## config.mk

```make
export PLATFORM = sky130hd
export DESIGN_NAME = period_timer
export DESIGN_NICKNAME = d
export VERILOG_FILES = /design/src/include/timer_pkg.sv /design/src/rtl/period_timer.sv /design/src/rtl/down_counter.sv
export SDC_FILE = /design/constraint.sdc
export NUM_CORES = 1
export LEC_CHECK = 0
export BUFFER_PORTS_ARGS = -buffer_cell sky130_fd_sc_hd__buf_2
export CELL_PAD_IN_SITES_DETAIL_PLACEMENT = 0
export CELL_PAD_IN_SITES_GLOBAL_PLACEMENT = 2
export CORE_AREA = 5 5 132 134
export CTS_BUF_LIST = sky130_fd_sc_hd__clkbuf_8
export DETAILED_ROUTE_END_ITERATION = 12
export DIE_AREA = 0 0 137 139
export PLACE_DENSITY_LB_ADDON = 0.1
export SLEW_MARGIN = 40
export SYNTH_ARGS = -nofsm -noshare
export SYNTH_HDL_FRONTEND = slang
export SYNTH_SLANG_ARGS = --single-unit
export TNS_END_PERCENT = 5
```

## constraint.sdc

```tcl
create_clock -name clk_i -period 2.78 [get_ports clk_i]
set_input_delay 0.417 -clock clk_i [delete_from_list [all_inputs] [get_ports clk_i]]
set_output_delay 0.417 -clock clk_i [all_outputs]
set_load 0.02 [all_outputs]
```

## src/include/timer_pkg.sv

```systemverilog
// package for the prescaled period timer: register map, field layout, reset values, bus carriers
// assumes an AXI4-Lite master with 32-bit data on the same clock as the timer
package timer_pkg;

   // ----------------------------------------------------------------
   // bus shape
   // ----------------------------------------------------------------
   localparam int ADDR_W = 8;
   localparam int DATA_W = 32;

   typedef struct packed {
      logic              awvalid;
      logic [ADDR_W-1:0] awaddr;
      logic              wvalid;
      logic [DATA_W-1:0] wdata;
      logic [3:0]        wstrb;
      logic              bready;
      logic              arvalid;
      logic [ADDR_W-1:0] araddr;
      logic              rready;
   } axil_req_t;

   typedef struct packed {
      logic              awready;
      logic              wready;
      logic              bvalid;
      logic [1:0]        bresp;
      logic              arready;
      logic              rvalid;
      logic [DATA_W-1:0] rdata;
      logic [1:0]        rresp;
   } axil_rsp_t;

   localparam logic [1:0] RESP_OKAY   = 2'h0;
   localparam logic [1:0] RESP_SLVERR = 2'h2;

   // ----------------------------------------------------------------
   // register offsets (byte addresses)
   // ----------------------------------------------------------------
   localparam logic [ADDR_W-1:0] OFS_CTRL   = 8'h00;
   localparam logic [ADDR_W-1:0] OFS_PERIOD = 8'h04;
   localparam logic [ADDR_W-1:0] OFS_COUNT  = 8'h08;
   localparam logic [ADDR_W-1:0] OFS_STAT   = 8'h0c;
   localparam logic [ADDR_W-1:0] OFS_MASK   = 8'h10;

   // ----------------------------------------------------------------
   // control register fields, counter width and event bit
   // ----------------------------------------------------------------
   localparam int RATIO_W    = 4;
   localparam int RATIO_LSB  = 0;
   localparam int STOP_BIT   = 4;
   localparam int RELOAD_BIT = 5;
   localparam int PSC_LSB    = 6;
   localparam int CNT_W      = 16;
   localparam int EVT_BIT    = 0;

   // ----------------------------------------------------------------
   // reset values
   // ----------------------------------------------------------------
   localparam logic [RATIO_W-1:0] RATIO_RST  = 4'h0;
   localparam logic               STOP_RST   = 1'b0;
   localparam logic [CNT_W-1:0]   PERIOD_RST = 16'hffff;
   localparam logic [CNT_W-1:0]   COUNT_RST  = 16'hffff;
   localparam logic [RATIO_W-1:0] PSC_RST    = 4'h0;

   // ----------------------------------------------------------------
   // state of the timer top, apart from the prescaler and counter values held in down_counter
   // ----------------------------------------------------------------
   typedef struct packed {
      logic              aw_have;
      logic [ADDR_W-1:0] awaddr;
      logic              w_have;
      logic [DATA_W-1:0] wdata;
      logic [3:0]        wstrb;
      axil_rsp_t         rsp;
      logic [RATIO_W-1:0] ratio;
      logic              stop;
      logic [CNT_W-1:0]  period;
      logic              evt_stat;
      logic              evt_mask;
      logic              irq;
   } timer_state_t;

   localparam timer_state_t STATE_RST = '{
      aw_have  : 1'b0,
      awaddr   : 8'h00,
      w_have   : 1'b0,
      wdata    : 32'h0000_0000,
      wstrb    : 4'h0,
      rsp      : '{awready: 1'b1, wready: 1'b1, bvalid: 1'b0, bresp: 2'h0,
                   arready: 1'b1, rvalid: 1'b0, rdata: 32'h0000_0000, rresp: 2'h0},
      ratio    : RATIO_RST,
      stop     : STOP_RST,
      period   : PERIOD_RST,
      evt_stat : 1'b0,
      evt_mask : 1'b0,
      irq      : 1'b0
   };

endpackage

```

## src/rtl/period_timer.sv

```systemverilog
// prescaled 16-bit down-counting period timer with an AXI4-Lite register slave
// assumes one clock, synchronous active-low reset, and a master on the same clock
module period_timer (
   input  wire logic                 clk_i,
   input  wire logic                 nrst_i,
   input  wire logic                 ce_i,
   input  wire timer_pkg::axil_req_t axi_i,
   output timer_pkg::axil_rsp_t      axi_o,
   output logic                      irq_o
);
   import timer_pkg::*;

   timer_state_t       s_q;
   timer_state_t       s_d;
   logic               aw_hs;
   logic               w_hs;
   logic               ar_hs;
   logic [DATA_W-1:0]  wr_val;
   logic [DATA_W-1:0]  ctrl_view;
   logic               cnt_load;
   logic [CNT_W-1:0]   cnt_load_val;
   logic               psc_load;
   logic [RATIO_W-1:0] psc_load_val;
   logic               wr_go;
   logic [RATIO_W-1:0] psc_val;
   logic               psc_borrow;
   logic [CNT_W-1:0]   cnt_val;
   logic               cnt_borrow;
   logic [ADDR_W-1:0]  wr_addr;
   logic [ADDR_W-1:0]  rd_addr;

   // ----------------------------------------------------------------
   // helpers
   // ----------------------------------------------------------------
   function automatic logic [DATA_W-1:0] merge(input logic [DATA_W-1:0] old_v,
                                               input logic [DATA_W-1:0] new_v,
                                               input logic [3:0]        strb);
      logic [DATA_W-1:0] r;
      r = old_v;
      for (int b = 0; b < 4; b++) begin
         if (strb[b]) begin
            r[b*8 +: 8] = new_v[b*8 +: 8];
         end
      end
      return r;
   endfunction

   // ----------------------------------------------------------------
   // counting chain
   // ----------------------------------------------------------------
   // prescaler only runs while started; its underflow is the counter tick
   down_counter #(
      .W       (RATIO_W),
      .RST_VAL (PSC_RST)
   ) u_prescaler (
      .clk_i        (clk_i),
      .nrst_i       (nrst_i),
      .ce_i         (ce_i),
      .load_i       (psc_load),
      .load_val_i   (psc_load_val),
      .dec_i        (!s_q.stop),
      .reload_val_i (s_q.ratio),
      .value_o      (psc_val),
      .borrow_o     (psc_borrow)
   );

   down_counter #(
      .W       (CNT_W),
      .RST_VAL (COUNT_RST)
   ) u_counter (
      .clk_i        (clk_i),
      .nrst_i       (nrst_i),
      .ce_i         (ce_i),
      .load_i       (cnt_load),
      .load_val_i   (cnt_load_val),
      .dec_i        (psc_borrow),
      .reload_val_i (s_q.period),
      .value_o      (cnt_val),
      .borrow_o     (cnt_borrow)
   );

   // ----------------------------------------------------------------
   // next state
   // ----------------------------------------------------------------
   always_comb begin
      s_d          = s_q;
      wr_val       = '0;
      cnt_load     = 1'b0;
      cnt_load_val = s_q.period;
      psc_load     = 1'b0;
      psc_load_val = s_q.ratio;
      aw_hs        = axi_i.awvalid && s_q.rsp.awready;
      w_hs         = axi_i.wvalid && s_q.rsp.wready;
      ar_hs        = axi_i.arvalid && s_q.rsp.arready;
      ctrl_view    = '0;
      ctrl_view[RATIO_LSB +: RATIO_W] = s_q.ratio;
      ctrl_view[STOP_BIT]             = s_q.stop;
      ctrl_view[PSC_LSB +: RATIO_W]   = psc_val;

      // address and data are taken in either order
      if (aw_hs) begin
         s_d.aw_have = 1'b1;
         s_d.awaddr  = axi_i.awaddr;
      end
      if (w_hs) begin
         s_d.w_have = 1'b1;
         s_d.wdata  = axi_i.wdata;
         s_d.wstrb  = axi_i.wstrb;
      end
      wr_addr = {s_d.awaddr[ADDR_W-1:2], 2'b00};
      rd_addr = {axi_i.araddr[ADDR_W-1:2], 2'b00};

      if (s_q.rsp.bvalid && axi_i.bready) begin
         s_d.rsp.bvalid = 1'b0;
      end
      // a pending response blocks the next write, one write in flight
      wr_go = s_d.aw_have && s_d.w_have && !s_q.rsp.bvalid;
      if (wr_go) begin
         s_d.aw_have    = 1'b0;
         s_d.w_have     = 1'b0;
         s_d.rsp.bvalid = 1'b1;
         s_d.rsp.bresp  = RESP_OKAY;
         case (wr_addr)
            OFS_CTRL: begin
               wr_val    = merge(ctrl_view, s_d.wdata, s_d.wstrb);
               s_d.ratio = wr_val[RATIO_LSB +: RATIO_W];
               s_d.stop  = wr_val[STOP_BIT];
               if (s_d.wstrb[0] && s_d.wdata[RELOAD_BIT]) begin
                  cnt_load = 1'b1;
                  psc_load = 1'b1;
                  // reload takes the ratio written alongside it
                  psc_load_val = s_d.ratio;
               end
            end
            OFS_PERIOD: begin
               wr_val     = merge({16'h0000, s_q.period}, s_d.wdata, s_d.wstrb);
               s_d.period = wr_val[CNT_W-1:0];
            end
            OFS_COUNT: begin
               wr_val       = merge({16'h0000, cnt_val}, s_d.wdata, s_d.wstrb);
               cnt_load     = 1'b1;
               cnt_load_val = wr_val[CNT_W-1:0];
            end
            OFS_STAT: begin
               if (s_d.wstrb[0] && s_d.wdata[EVT_BIT]) begin
                  s_d.evt_stat = 1'b0;
               end
            end
            OFS_MASK: begin
               if (s_d.wstrb[0]) begin
                  s_d.evt_mask = s_d.wdata[EVT_BIT];
               end
            end
            default: begin
               s_d.rsp.bresp = RESP_SLVERR;
            end
         endcase
      end

      // borrow after the clear so a same-cycle event is kept
      if (cnt_borrow && !cnt_load) begin
         s_d.evt_stat = 1'b1;
      end

      if (s_q.rsp.rvalid && axi_i.rready) begin
         s_d.rsp.rvalid = 1'b0;
      end
      if (ar_hs) begin
         s_d.rsp.rvalid = 1'b1;
         s_d.rsp.rresp  = RESP_OKAY;
         s_d.rsp.rdata  = '0;
         case (rd_addr)
            OFS_CTRL:   s_d.rsp.rdata = ctrl_view;
            OFS_PERIOD: s_d.rsp.rdata[CNT_W-1:0] = s_q.period;
            OFS_COUNT:  s_d.rsp.rdata[CNT_W-1:0] = cnt_val;
            OFS_STAT:   s_d.rsp.rdata[EVT_BIT] = s_q.evt_stat;
            OFS_MASK:   s_d.rsp.rdata[EVT_BIT] = s_q.evt_mask;
            default:    s_d.rsp.rresp = RESP_SLVERR;
         endcase
      end

      // ready flags are registered so every output leaves a flop
      s_d.rsp.awready = !s_d.aw_have;
      s_d.rsp.wready  = !s_d.w_have;
      s_d.rsp.arready = !s_d.rsp.rvalid;
      s_d.irq         = s_d.evt_stat && s_d.evt_mask;
   end

   // ----------------------------------------------------------------
   // state register
   // ----------------------------------------------------------------
   always_ff @(posedge clk_i) begin
      if (!nrst_i) begin
         s_q <= STATE_RST;
      end else if (ce_i) begin
         s_q <= s_d;
      end
   end

   assign axi_o = s_q.rsp;
   assign irq_o = s_q.irq;

   // ----------------------------------------------------------------
   // checks
   // ----------------------------------------------------------------
   borrow_reload_a : assert property (
      @(posedge clk_i) disable iff (!nrst_i)
      (ce_i && cnt_borrow && !cnt_load) |=> (cnt_val == $past(s_q.period)))
      else $error("counter did not take period on borrow");

   reload_bit_a : assert property (
      @(posedge clk_i) disable iff (!nrst_i)
      (ce_i && cnt_load && psc_load) |=> (cnt_val == $past(s_q.period)) && (psc_val == $past(s_d.ratio)))
      else $error("reload request did not copy period");

   period_reset_a : assert property (
      @(posedge clk_i) disable iff (!nrst_i)
      $rose(nrst_i) |-> (s_q.period == 16'hffff))
      else $error("period not all ones after reset");

   count_read_a : assert property (
      @(posedge clk_i) disable iff (!nrst_i)
      (ce_i && ar_hs && rd_addr == OFS_COUNT) |=> axi_o.rvalid && (axi_o.rdata == {16'h0000, $past(cnt_val)}))
      else $error("count read not live value");

   count_reset_a : assert property (
      @(posedge clk_i) disable iff (!nrst_i)
      $rose(nrst_i) |-> (cnt_val == 16'hffff) && (psc_val == 4'h0))
      else $error("count not all ones after reset");

   stop_freeze_a : assert property (
      @(posedge clk_i) disable iff (!nrst_i)
      (ce_i && s_q.stop && !cnt_load && !psc_load) |=> $stable(cnt_val) && $stable(psc_val))
      else $error("timer moved while stopped");

   psc_read_a : assert property (
      @(posedge clk_i) disable iff (!nrst_i)
      (ce_i && ar_hs && rd_addr == OFS_CTRL) |=> (axi_o.rdata[PSC_LSB +: RATIO_W] == $past(psc_val)))
      else $error("prescaler count not visible");

   run_reset_a : assert property (
      @(posedge clk_i) disable iff (!nrst_i)
      $rose(nrst_i) |-> (s_q.ratio == 4'h0) && !s_q.stop)
      else $error("timer not running with zero ratio after reset");

   tick_dec_a : assert property (
      @(posedge clk_i) disable iff (!nrst_i)
      (ce_i && psc_borrow && cnt_val != 16'h0000 && !cnt_load)
      |=> (cnt_val == $past(cnt_val) - 16'h0001) && (psc_val == $past(s_q.ratio)))
      else $error("prescaler underflow did not step counter");

   irq_level_a : assert property (
      @(posedge clk_i) disable iff (!nrst_i)
      (ce_i && cnt_borrow && !cnt_load && s_d.evt_mask) |=> irq_o)
      else $error("unmasked borrow did not raise interrupt");

   bresp_hold_a : assert property (
      @(posedge clk_i) disable iff (!nrst_i)
      (axi_o.bvalid && !axi_i.bready) |=> axi_o.bvalid && $stable(axi_o.bresp))
      else $error("write response dropped before accepted");

   rdata_hold_a : assert property (
      @(posedge clk_i) disable iff (!nrst_i)
      (axi_o.rvalid && !axi_i.rready) |=> axi_o.rvalid && $stable(axi_o.rdata) && $stable(axi_o.rresp))
      else $error("read response dropped before accepted");

   ar_block_a : assert property (
      @(posedge clk_i) disable iff (!nrst_i)
      axi_o.rvalid |-> !axi_o.arready)
      else $error("read address accepted while answer pending");

   write_answer_a : assert property (
      @(posedge clk_i) disable iff (!nrst_i)
      (ce_i && wr_go) |=> axi_o.bvalid)
      else $error("write performed without response");

   read_answer_a : assert property (
      @(posedge clk_i) disable iff (!nrst_i)
      (ce_i && ar_hs) |=> axi_o.rvalid)
      else $error("read taken without response");

   read_slverr_a : assert property (
      @(posedge clk_i) disable iff (!nrst_i)
      (ce_i && ar_hs && rd_addr > OFS_MASK) |=> (axi_o.rresp == RESP_SLVERR) && (axi_o.rdata == 32'h0000_0000))
      else $error("unmapped read not refused");

   write_slverr_a : assert property (
      @(posedge clk_i) disable iff (!nrst_i)
      (ce_i && wr_go && wr_addr > OFS_MASK) |=> (axi_o.bresp == RESP_SLVERR))
      else $error("unmapped write not refused");

   freeze_all_a : assert property (
      @(posedge clk_i) disable iff (!nrst_i)
      !ce_i |=> $stable(axi_o) && $stable(irq_o) && $stable(cnt_val) && $stable(psc_val))
      else $error("state moved with clock enable low");

   period_write_a : assert property (
      @(posedge clk_i) disable iff (!nrst_i)
      (ce_i && wr_go && wr_addr == OFS_PERIOD && s_d.wstrb == 4'hf) |=> (s_q.period == $past(s_d.wdata[CNT_W-1:0])))
      else $error("period write did not land");

   count_write_a : assert property (
      @(posedge clk_i) disable iff (!nrst_i)
      (ce_i && wr_go && wr_addr == OFS_COUNT && s_d.wstrb == 4'hf) |=> (cnt_val == $past(s_d.wdata[CNT_W-1:0])))
      else $error("count write did not land");

   stat_clear_a : assert property (
      @(posedge clk_i) disable iff (!nrst_i)
      (ce_i && wr_go && wr_addr == OFS_STAT && s_d.wstrb[0] && s_d.wdata[EVT_BIT] && !cnt_borrow) |=> !s_q.evt_stat)
      else $error("status not cleared by write of one");

   set_wins_a : assert property (
      @(posedge clk_i) disable iff (!nrst_i)
      (ce_i && cnt_borrow && !cnt_load) |=> s_q.evt_stat)
      else $error("borrow event lost");

   mask_write_a : assert property (
      @(posedge clk_i) disable iff (!nrst_i)
      (ce_i && wr_go && wr_addr == OFS_MASK && s_d.wstrb[0]) |=> (s_q.evt_mask == $past(s_d.wdata[EVT_BIT])))
      else $error("mask write did not land");

   ctrl_write_a : assert property (
      @(posedge clk_i) disable iff (!nrst_i)
      (ce_i && wr_go && wr_addr == OFS_CTRL && s_d.wstrb[0])
      |=> (s_q.ratio == $past(s_d.wdata[RATIO_LSB +: RATIO_W])) && (s_q.stop == $past(s_d.wdata[STOP_BIT])))
      else $error("control write did not land");

   psc_step_a : assert property (
      @(posedge clk_i) disable iff (!nrst_i)
      (ce_i && !s_q.stop && psc_val != 4'h0 && !psc_load) |=> (psc_val == $past(psc_val) - 4'h1))
      else $error("prescaler did not step down");

   count_hold_a : assert property (
      @(posedge clk_i) disable iff (!nrst_i)
      (ce_i && !psc_borrow && !cnt_load) |=> $stable(cnt_val))
      else $error("counter moved without a tick");

endmodule

```

## src/rtl/down_counter.sv

```systemverilog
// loadable down counter that reloads itself on borrow
// assumes load and decrement requests come from logic on the same clock
module down_counter #(
   parameter int         W       = 16,
   parameter logic [W-1:0] RST_VAL = '0
) (
   input  wire logic         clk_i,
   input  wire logic         nrst_i,
   input  wire logic         ce_i,
   input  wire logic         load_i,
   input  wire logic [W-1:0] load_val_i,
   input  wire logic         dec_i,
   input  wire logic [W-1:0] reload_val_i,
   output logic [W-1:0]      value_o,
   output logic              borrow_o
);

   typedef struct packed {
      logic [W-1:0] value;
   } cnt_state_t;

   cnt_state_t s_q;
   cnt_state_t s_d;

   // ----------------------------------------------------------------
   // next value
   // ----------------------------------------------------------------
   // load wins over counting so software always sees its own write
   always_comb begin
      s_d = s_q;
      if (load_i) begin
         s_d.value = load_val_i;
      end else if (dec_i) begin
         if (s_q.value == '0) begin
            s_d.value = reload_val_i;
         end else begin
            s_d.value = s_q.value - {{(W-1){1'b0}}, 1'b1};
         end
      end
   end

   always_ff @(posedge clk_i) begin
      if (!nrst_i) begin
         s_q.value <= RST_VAL;
      end else if (ce_i) begin
         s_q <= s_d;
      end
   end

   assign value_o  = s_q.value;
   assign borrow_o = dec_i && (s_q.value == '0);

endmodule

```

==> results of run 1 <==
## kinds of logic after synthesis
kind of cell / Yosys count
other: 1
DFF: 93
AOI/OAI and AO/OA: 160
adders and majority gates: 3
and+or+nand+nor: 228
buffers and inverters: 99
muxes: 55
xor gates and xnor gates: 9
## Yosys cell counts (4+ instances only)
| cell type | instances |
|---|---|
| and2_1 | 7 |
| a211oi_1 | 18 |
| nor4_1 | 6 |
| clkbuf_1 | 31 |
| o21ai_0 | 25 |
| o22ai_1 | 5 |
| nor3_1 | 14 |
| a21oi_1 | 30 |
| buf_4 | 41 |
| nand3_1 | 9 |
| nor2_1 | 77 |
| buf_1 | 5 |
| mux2i_1 | 40 |
| nand2b_1 | 4 |
| a32oi_1 | 6 |
| xnor2_1 | 7 |
| a211o_1 | 4 |
| inv_1 | 16 |
| a222oi_1 | 4 |
| nand2_1 | 74 |
| dfxtp_1 | 93 |
| nand4_1 | 4 |
| a22oi_1 | 24 |
| mux2_2 | 14 |
| buf_2 | 5 |
| and3_1 | 4 |
| o211ai_1 | 6 |
## cells in the final DEF, fill, tap and decap left out, drive strengths merged, types with 5 or more instances in the layout
cell type,netlist,final
dfxtp,93,93
buf,52,85
nor2,77,77
nand2,74,74
mux2i,40,40
a21oi,32,32
o21ai,25,25
a22oi,24,24
a211oi,18,18
conb,1,18
inv,16,18
nor3,15,15
mux2,14,14
nand3,9,9
clkbuf,31,9
and2,8,8
xnor2,7,7
nor4,7,7
o211ai,6,6
a32oi,6,6
o22ai,5,5
o311ai,5,5
## routing by layer
layer	vias to the layer above	global-route usage, %	part of all wire, %
met5	-	0	0
met4	0	6.57	2.4
met3	28	3.12	5.4
met2	133	25.9	45
met1	2221	24.1	48
li1	2341	-	-
## worst min-delay path, cell delays in order
cell,delay (ns)
buf_2,0.10
nand2_1,0.05
a21oi_1,0.05
## where the power goes
| part | leakage (nW) | internal (mW) | switching [mW] | total, mW |
|---|---|---|---|---|
| clock network | 0.135 | 0.687 | 0.526 | 1.21 |
| registers | 0.758 | 1.39 | 0.0689 | 1.46 |
| logic | 1.45 | 0.244 | 0.387 | 0.631 |
## stage by stage
stage / util (%) / power [mW] / setup slack, ns
after CTS: 36.8 / 3.34 / 0.341
after global routing: 36.8 / 3.48 / 0.219
final: 36.8 / 3.31 / 0.367
after floorplan: - / 1.93 / 0.402
after detailed placement: 35.2 / 2.12 / 0.128
after global placement: 35.2 / 2.12 / 0.156
## sequential cells by signal, summed over array words and instances, names as in the netlist
register,flops
s_q,44
axi_o,23
u_counter.value_o,16
ctrl_view,5
u_prescaler.value_o,4
irq_o,1
## cell type report
class / count / area, sq um
Timing Repair Buffer: 85 / 498
Multi-Input combinational cell: 473 / 2990
Inverter: 16 / 60.1
Sequential cell: 93 / 1860
Tap cell: 220 / 275
Clock buffer: 9 / 124
Fill cell: 1710 / 10200
Clock inverter: 7 / 138
## worst max-delay path by stage
| stage | to | startpoint | slack, ns |
|---|---|---|---|
| global route | u_counter.value_o[3] | axi_o[39] | 0.22 |
| detailed placement | u_counter.value_o[4] | axi_i[56] | 0.13 |
| CTS | u_counter.value_o[4] | axi_o[39] | 0.34 |
| floorplan | u_prescaler.value_o[1] | axi_i[56] | 0.40 |
| global placement | u_prescaler.value_o[1] | axi_i[56] | 0.16 |
| finish | u_counter.value_o[4] | axi_o[39] | 0.37 |
==> flow_summary.ini, run 1 <==
[worst_setup_path]
r2r_setup_slack_ns = 0.37
cp_max_fo = 8
cp_top_family = simple AND/OR/NAND/NOR gates
crit_type = reg2reg
crit_path_end_kind = flop
worstPathCellList = a21oi_2 -> or3_1 -> or4_4 -> buf_4 -> a21oi_1 -> a211oi_1 -> o32a_1
cp.depth = 7
r2r-end = u_counter.value_o[4]
rr_worst_depth = 7
worstPathRequired_ns = 3.05
rr_startpoint = axi_o[39]
start_kind = flop
critical-path-max-stage-delay_ns = 0.66
arrival_ns = 2.68
path_buf_inv = 1
slowest_stage = or4_4

[timing]
fin_crit_sh_pct = 86.8
fin_crit_ns = 2.41
fin_setup_tns_ns = 0
fin_worst_skew_ns = 0.0129
grt_setup_unrepaired = no
worst_pin_slew_ns = 0.785
hold_viol_final = 0
maxSlewViolCount = 0
setup_viol = 0
fmax_mhz = 414
maxSlewHeadroom_pct = 47.5
holdWs_ns = 0.278

[global_routing]
grt_pass1_wl_microns = 25800
overflow = 0
track_usage_pct = 17.1
grt_max_degree = 32
grt_pass1_vias = 4671
antenna_found_initial = 0

[logic_synthesis]
synth_compound_gate_area_share_pct = 21.3
synthSimpleGateAreaFrac_pct = 20.4
ys.flop_type = dfxtp_1
avgSynthCellArea_sq_um = 8.20
synthMuxAreaShare_pct = 10.9
synth_area_leader_cell = dfxtp_1
yosys.area_share.xor_xnor_pct = 1.48
synthAdderAreaFrac_pct = 0.706
synthTopCellsByArea = dfxtp_1 35%, mux2i_1 7.5%, buf_4 5.8%, nor2_1 5.4%, nand2_1 5.2%
synth_edf_count = 0
synth_cells = 648
synth_cell_types = 72
ys_ff_latch = 93
synth_area_sq_um = 5320
yosys_warnings = 0
synthArstFlopShare_pct = 0
synth_top_family_by_area = compound AO/OA/AOI/OAI gates
yosysTopAreaCellShare_pct = 35.0
seq_area_frac_synth_pct = 35.0

[layout]
layout-drive-gt1-share_pct = 19.0
area_growth_pct = 11.9
finish.net_count = 741
diodes = 0
stdcell_area_sq_um = 5950
layout.cells.non_filler = 903

[placed_design]
io_buffer_count = 61
place_hpwl_microns = 11900
placedCellCount = 887
dpl_cell_area_sq_um = 5690
place_congestion = 0.816

[floorplanning]
initial_core_util_pct = 32.9
fp.dieW_microns = 137
rows = 47
pin_count = 102
die_area_sq_um = 19000
die_y_microns = 139
core_sq_um = 16200

[clock_tree]
cts_tree = done
clk_pin_slew_worst_paths_ns = 0.09
cts_sinks = 93
post_cts_buffers = 0
root_buffer = clkbuf_8
cts_buffer_depth = 2
cts_hold_buf = 0
cts_resized = 0
cts_buffers = 9
insertion_delay_ns = 0.38
h-tree-depth = 3

[drt]
firstDrtPassIters = 4
routed_wl_microns = 16300
initialDrtViolationCount = 301
vias = 4723
drt_drc_violations_left = 0
wire_per_inst_microns = 18.0
vias_per_cell = 5.23
postRouteAntennaNets = 0

[power]
p_leak_nw = 2.34
ir_drop_mv = 0.295
p_per_area_nw_per_um2 = 556

[min_path]
hold_path_class = in2reg
hold-path-cell-count = 3
hold-path-endpoint = s_q[80]
hold_start = axi_i[26]

[outcome]
status = finished, final reports clean

[run]
drv_cap = 0
Power figures use the tool's default switching activity.
==> inputs of run 2 (changes only) <==
CORE_AREA = 5 5 133 135   (was 5 5 132 134)
CTS_BUF_LIST = sky130_fd_sc_hd__clkbuf_16   (was sky130_fd_sc_hd__clkbuf_8)
DIE_AREA = 0 0 138 140   (was 0 0 137 139)
==> flow_summary.ini, run 2 (synthesis gave the netlist of run 1 again) <==
[outcome]
status = finished, final reports clean

[layout]
utilization_pct = 36.4
area_growth_pct = 12.0
stdcell_area_sq_um = 5950
diodes = 0
finish.net_count = 741
largest_reg_flops = 44
layout.cells.non_filler = 902
final_common_cell = dfxtp_1
layout-drive-gt1-share_pct = 18.8
layout_common_cells = 93 x dfxtp_1, 77 x nor2_1, 74 x nand2_1, 61 x buf_2, 40 x mux2i_1
largest-register = s_q

[drt]
firstDrtPassIters = 5
drt_drc_violations_left = 0
vias_per_cell = 5.24
vias = 4725
postRouteAntennaNets = 0
wire_per_inst_microns = 17.8
routed_wl_microns = 16100
initialDrtViolationCount = 365

[timing]
maxSlewViolCount = 0
fmax_mhz = 415
fin_crit_sh_pct = 86.7
hold_viol_final = 0
fin_setup_tns_ns = 0
worst_pin_slew_ns = 0.737
setup_viol = 0
fin_worst_skew_ns = 0.0105
maxSlewHeadroom_pct = 50.7
grt_setup_unrepaired = no
fin_crit_ns = 2.41

[worst_setup_path]
worstPathRequired_ns = 3.02
critical-path-max-stage-delay_ns = 0.66
arrival_ns = 2.65
slowest_stage = or4_4
cp_max_fo = 8
crit_path_end_kind = flop
crit_type = reg2reg
worstPathCellList = a21oi_2 -> or3_1 -> or4_4 -> a21o_4 -> o311a_1
start_kind = flop

[global_routing]
grt.met3_usage_pct = 2.93
grt-busiest-layer = met2
use_met1_pct = 22.9
grt_use_met2_pct = 26.3
track_usage_pct = 16.6
overflow = 0
grt_pass1_wl_microns = 25800
antenna_found_initial = 0
grt_max_degree = 33
grt_pass1_vias = 4558

[run]
drv_cap = 0

[floorplanning]
initial_core_util_pct = 32.5
core_sq_um = 16300
fp.dieW_microns = 138
rows = 47
die_area_sq_um = 19300
die_y_microns = 140
pin_count = 102

[placed_design]
dpl_cell_area_sq_um = 5670
place_congestion = 0.802
placedCellCount = 887
io_buffer_count = 61
place_hpwl_microns = 11900

[clock_tree]
cts_sinks = 93
root_buffer = clkbuf_16
cts_buffer_depth = 2
cts_hold_buf = 0
h-tree-depth = 3
cts_tree = done
cts_buffers = 9
clk_pin_slew_worst_paths_ns = 0.07
cts_resized = 0
insertion_delay_ns = 0.35
post_cts_buffers = 0

[power]
ir_drop_mv = 0.292
intPower_mw = 2.32
comb_power_share_pct = 18.9
p_leak_nw = 2.34
p_total_mw = 3.31
p_sw_share_pct = 29.9
clkPwrFrac_pct = 36.9
p_per_area_nw_per_um2 = 556
seq_power_share_pct = 44.2
p_switching_mw = 0.990

[min_path]
hold_path_class = in2reg
==> run 2: area by class of cell <==
class / count / area, sq um
flip-flops and latches: 93 / 1860
repair buffers: 85 / 485
clock inverters: 6 / 55.1
inverters: 16 / 60.1
multi-input cells: 473 / 2990
fillers: 1768 / 10400
clock buffers: 9 / 225
well taps: 220 / 275
==> run 2: final timing paths <==
check                                               to  slack (ns)  cells past startpoint      start
worst min register to register                 s_q[82]        0.46                      2    s_q[82]
worst max register to register  u_prescaler.value_o[1]        0.37                      5  axi_o[39]
worst max-delay path            u_prescaler.value_o[1]        0.37                      5  axi_o[39]
worst min-delay path                           s_q[81]        0.31                      3  axi_i[27]
==> run 2: worst max-delay path, delay by kind of cell (launching register included) <==
family | cells | cell delay [ns]
simple gates | 2 | 1.12
flops | 1 | 0.46
compound gates | 3 | 0.71
==> run 2: stage by stage <==
stage | hold slack (ns) | worst slack [ns]
after CTS | 0.296 | 0.361
after floorplan | 0.434 | 0.402
after detailed placement | 0.447 | 0.120
final | 0.312 | 0.369
after global placement | 0.439 | 0.154
after global routing | 0.314 | 0.242
==> run 2: per-layer routing <==
layer  share of wire, %  vias to the layer above
met5                  0                        -
met4                1.6                        0
met3                5.0                       19
met2                 45                      133
met1                 49                     2222
li1                   -                     2351
==> run 2: power by group through the flow <==
stage	clock [mW]	sequential (mW)	combinational, mW
CTS	1.27	1.46	0.628
floorplan	0	1.47	0.469
global placement	0	1.49	0.623
global route	1.30	1.47	0.698
finish	1.22	1.46	0.626
detailed placement	0	1.49	0.625
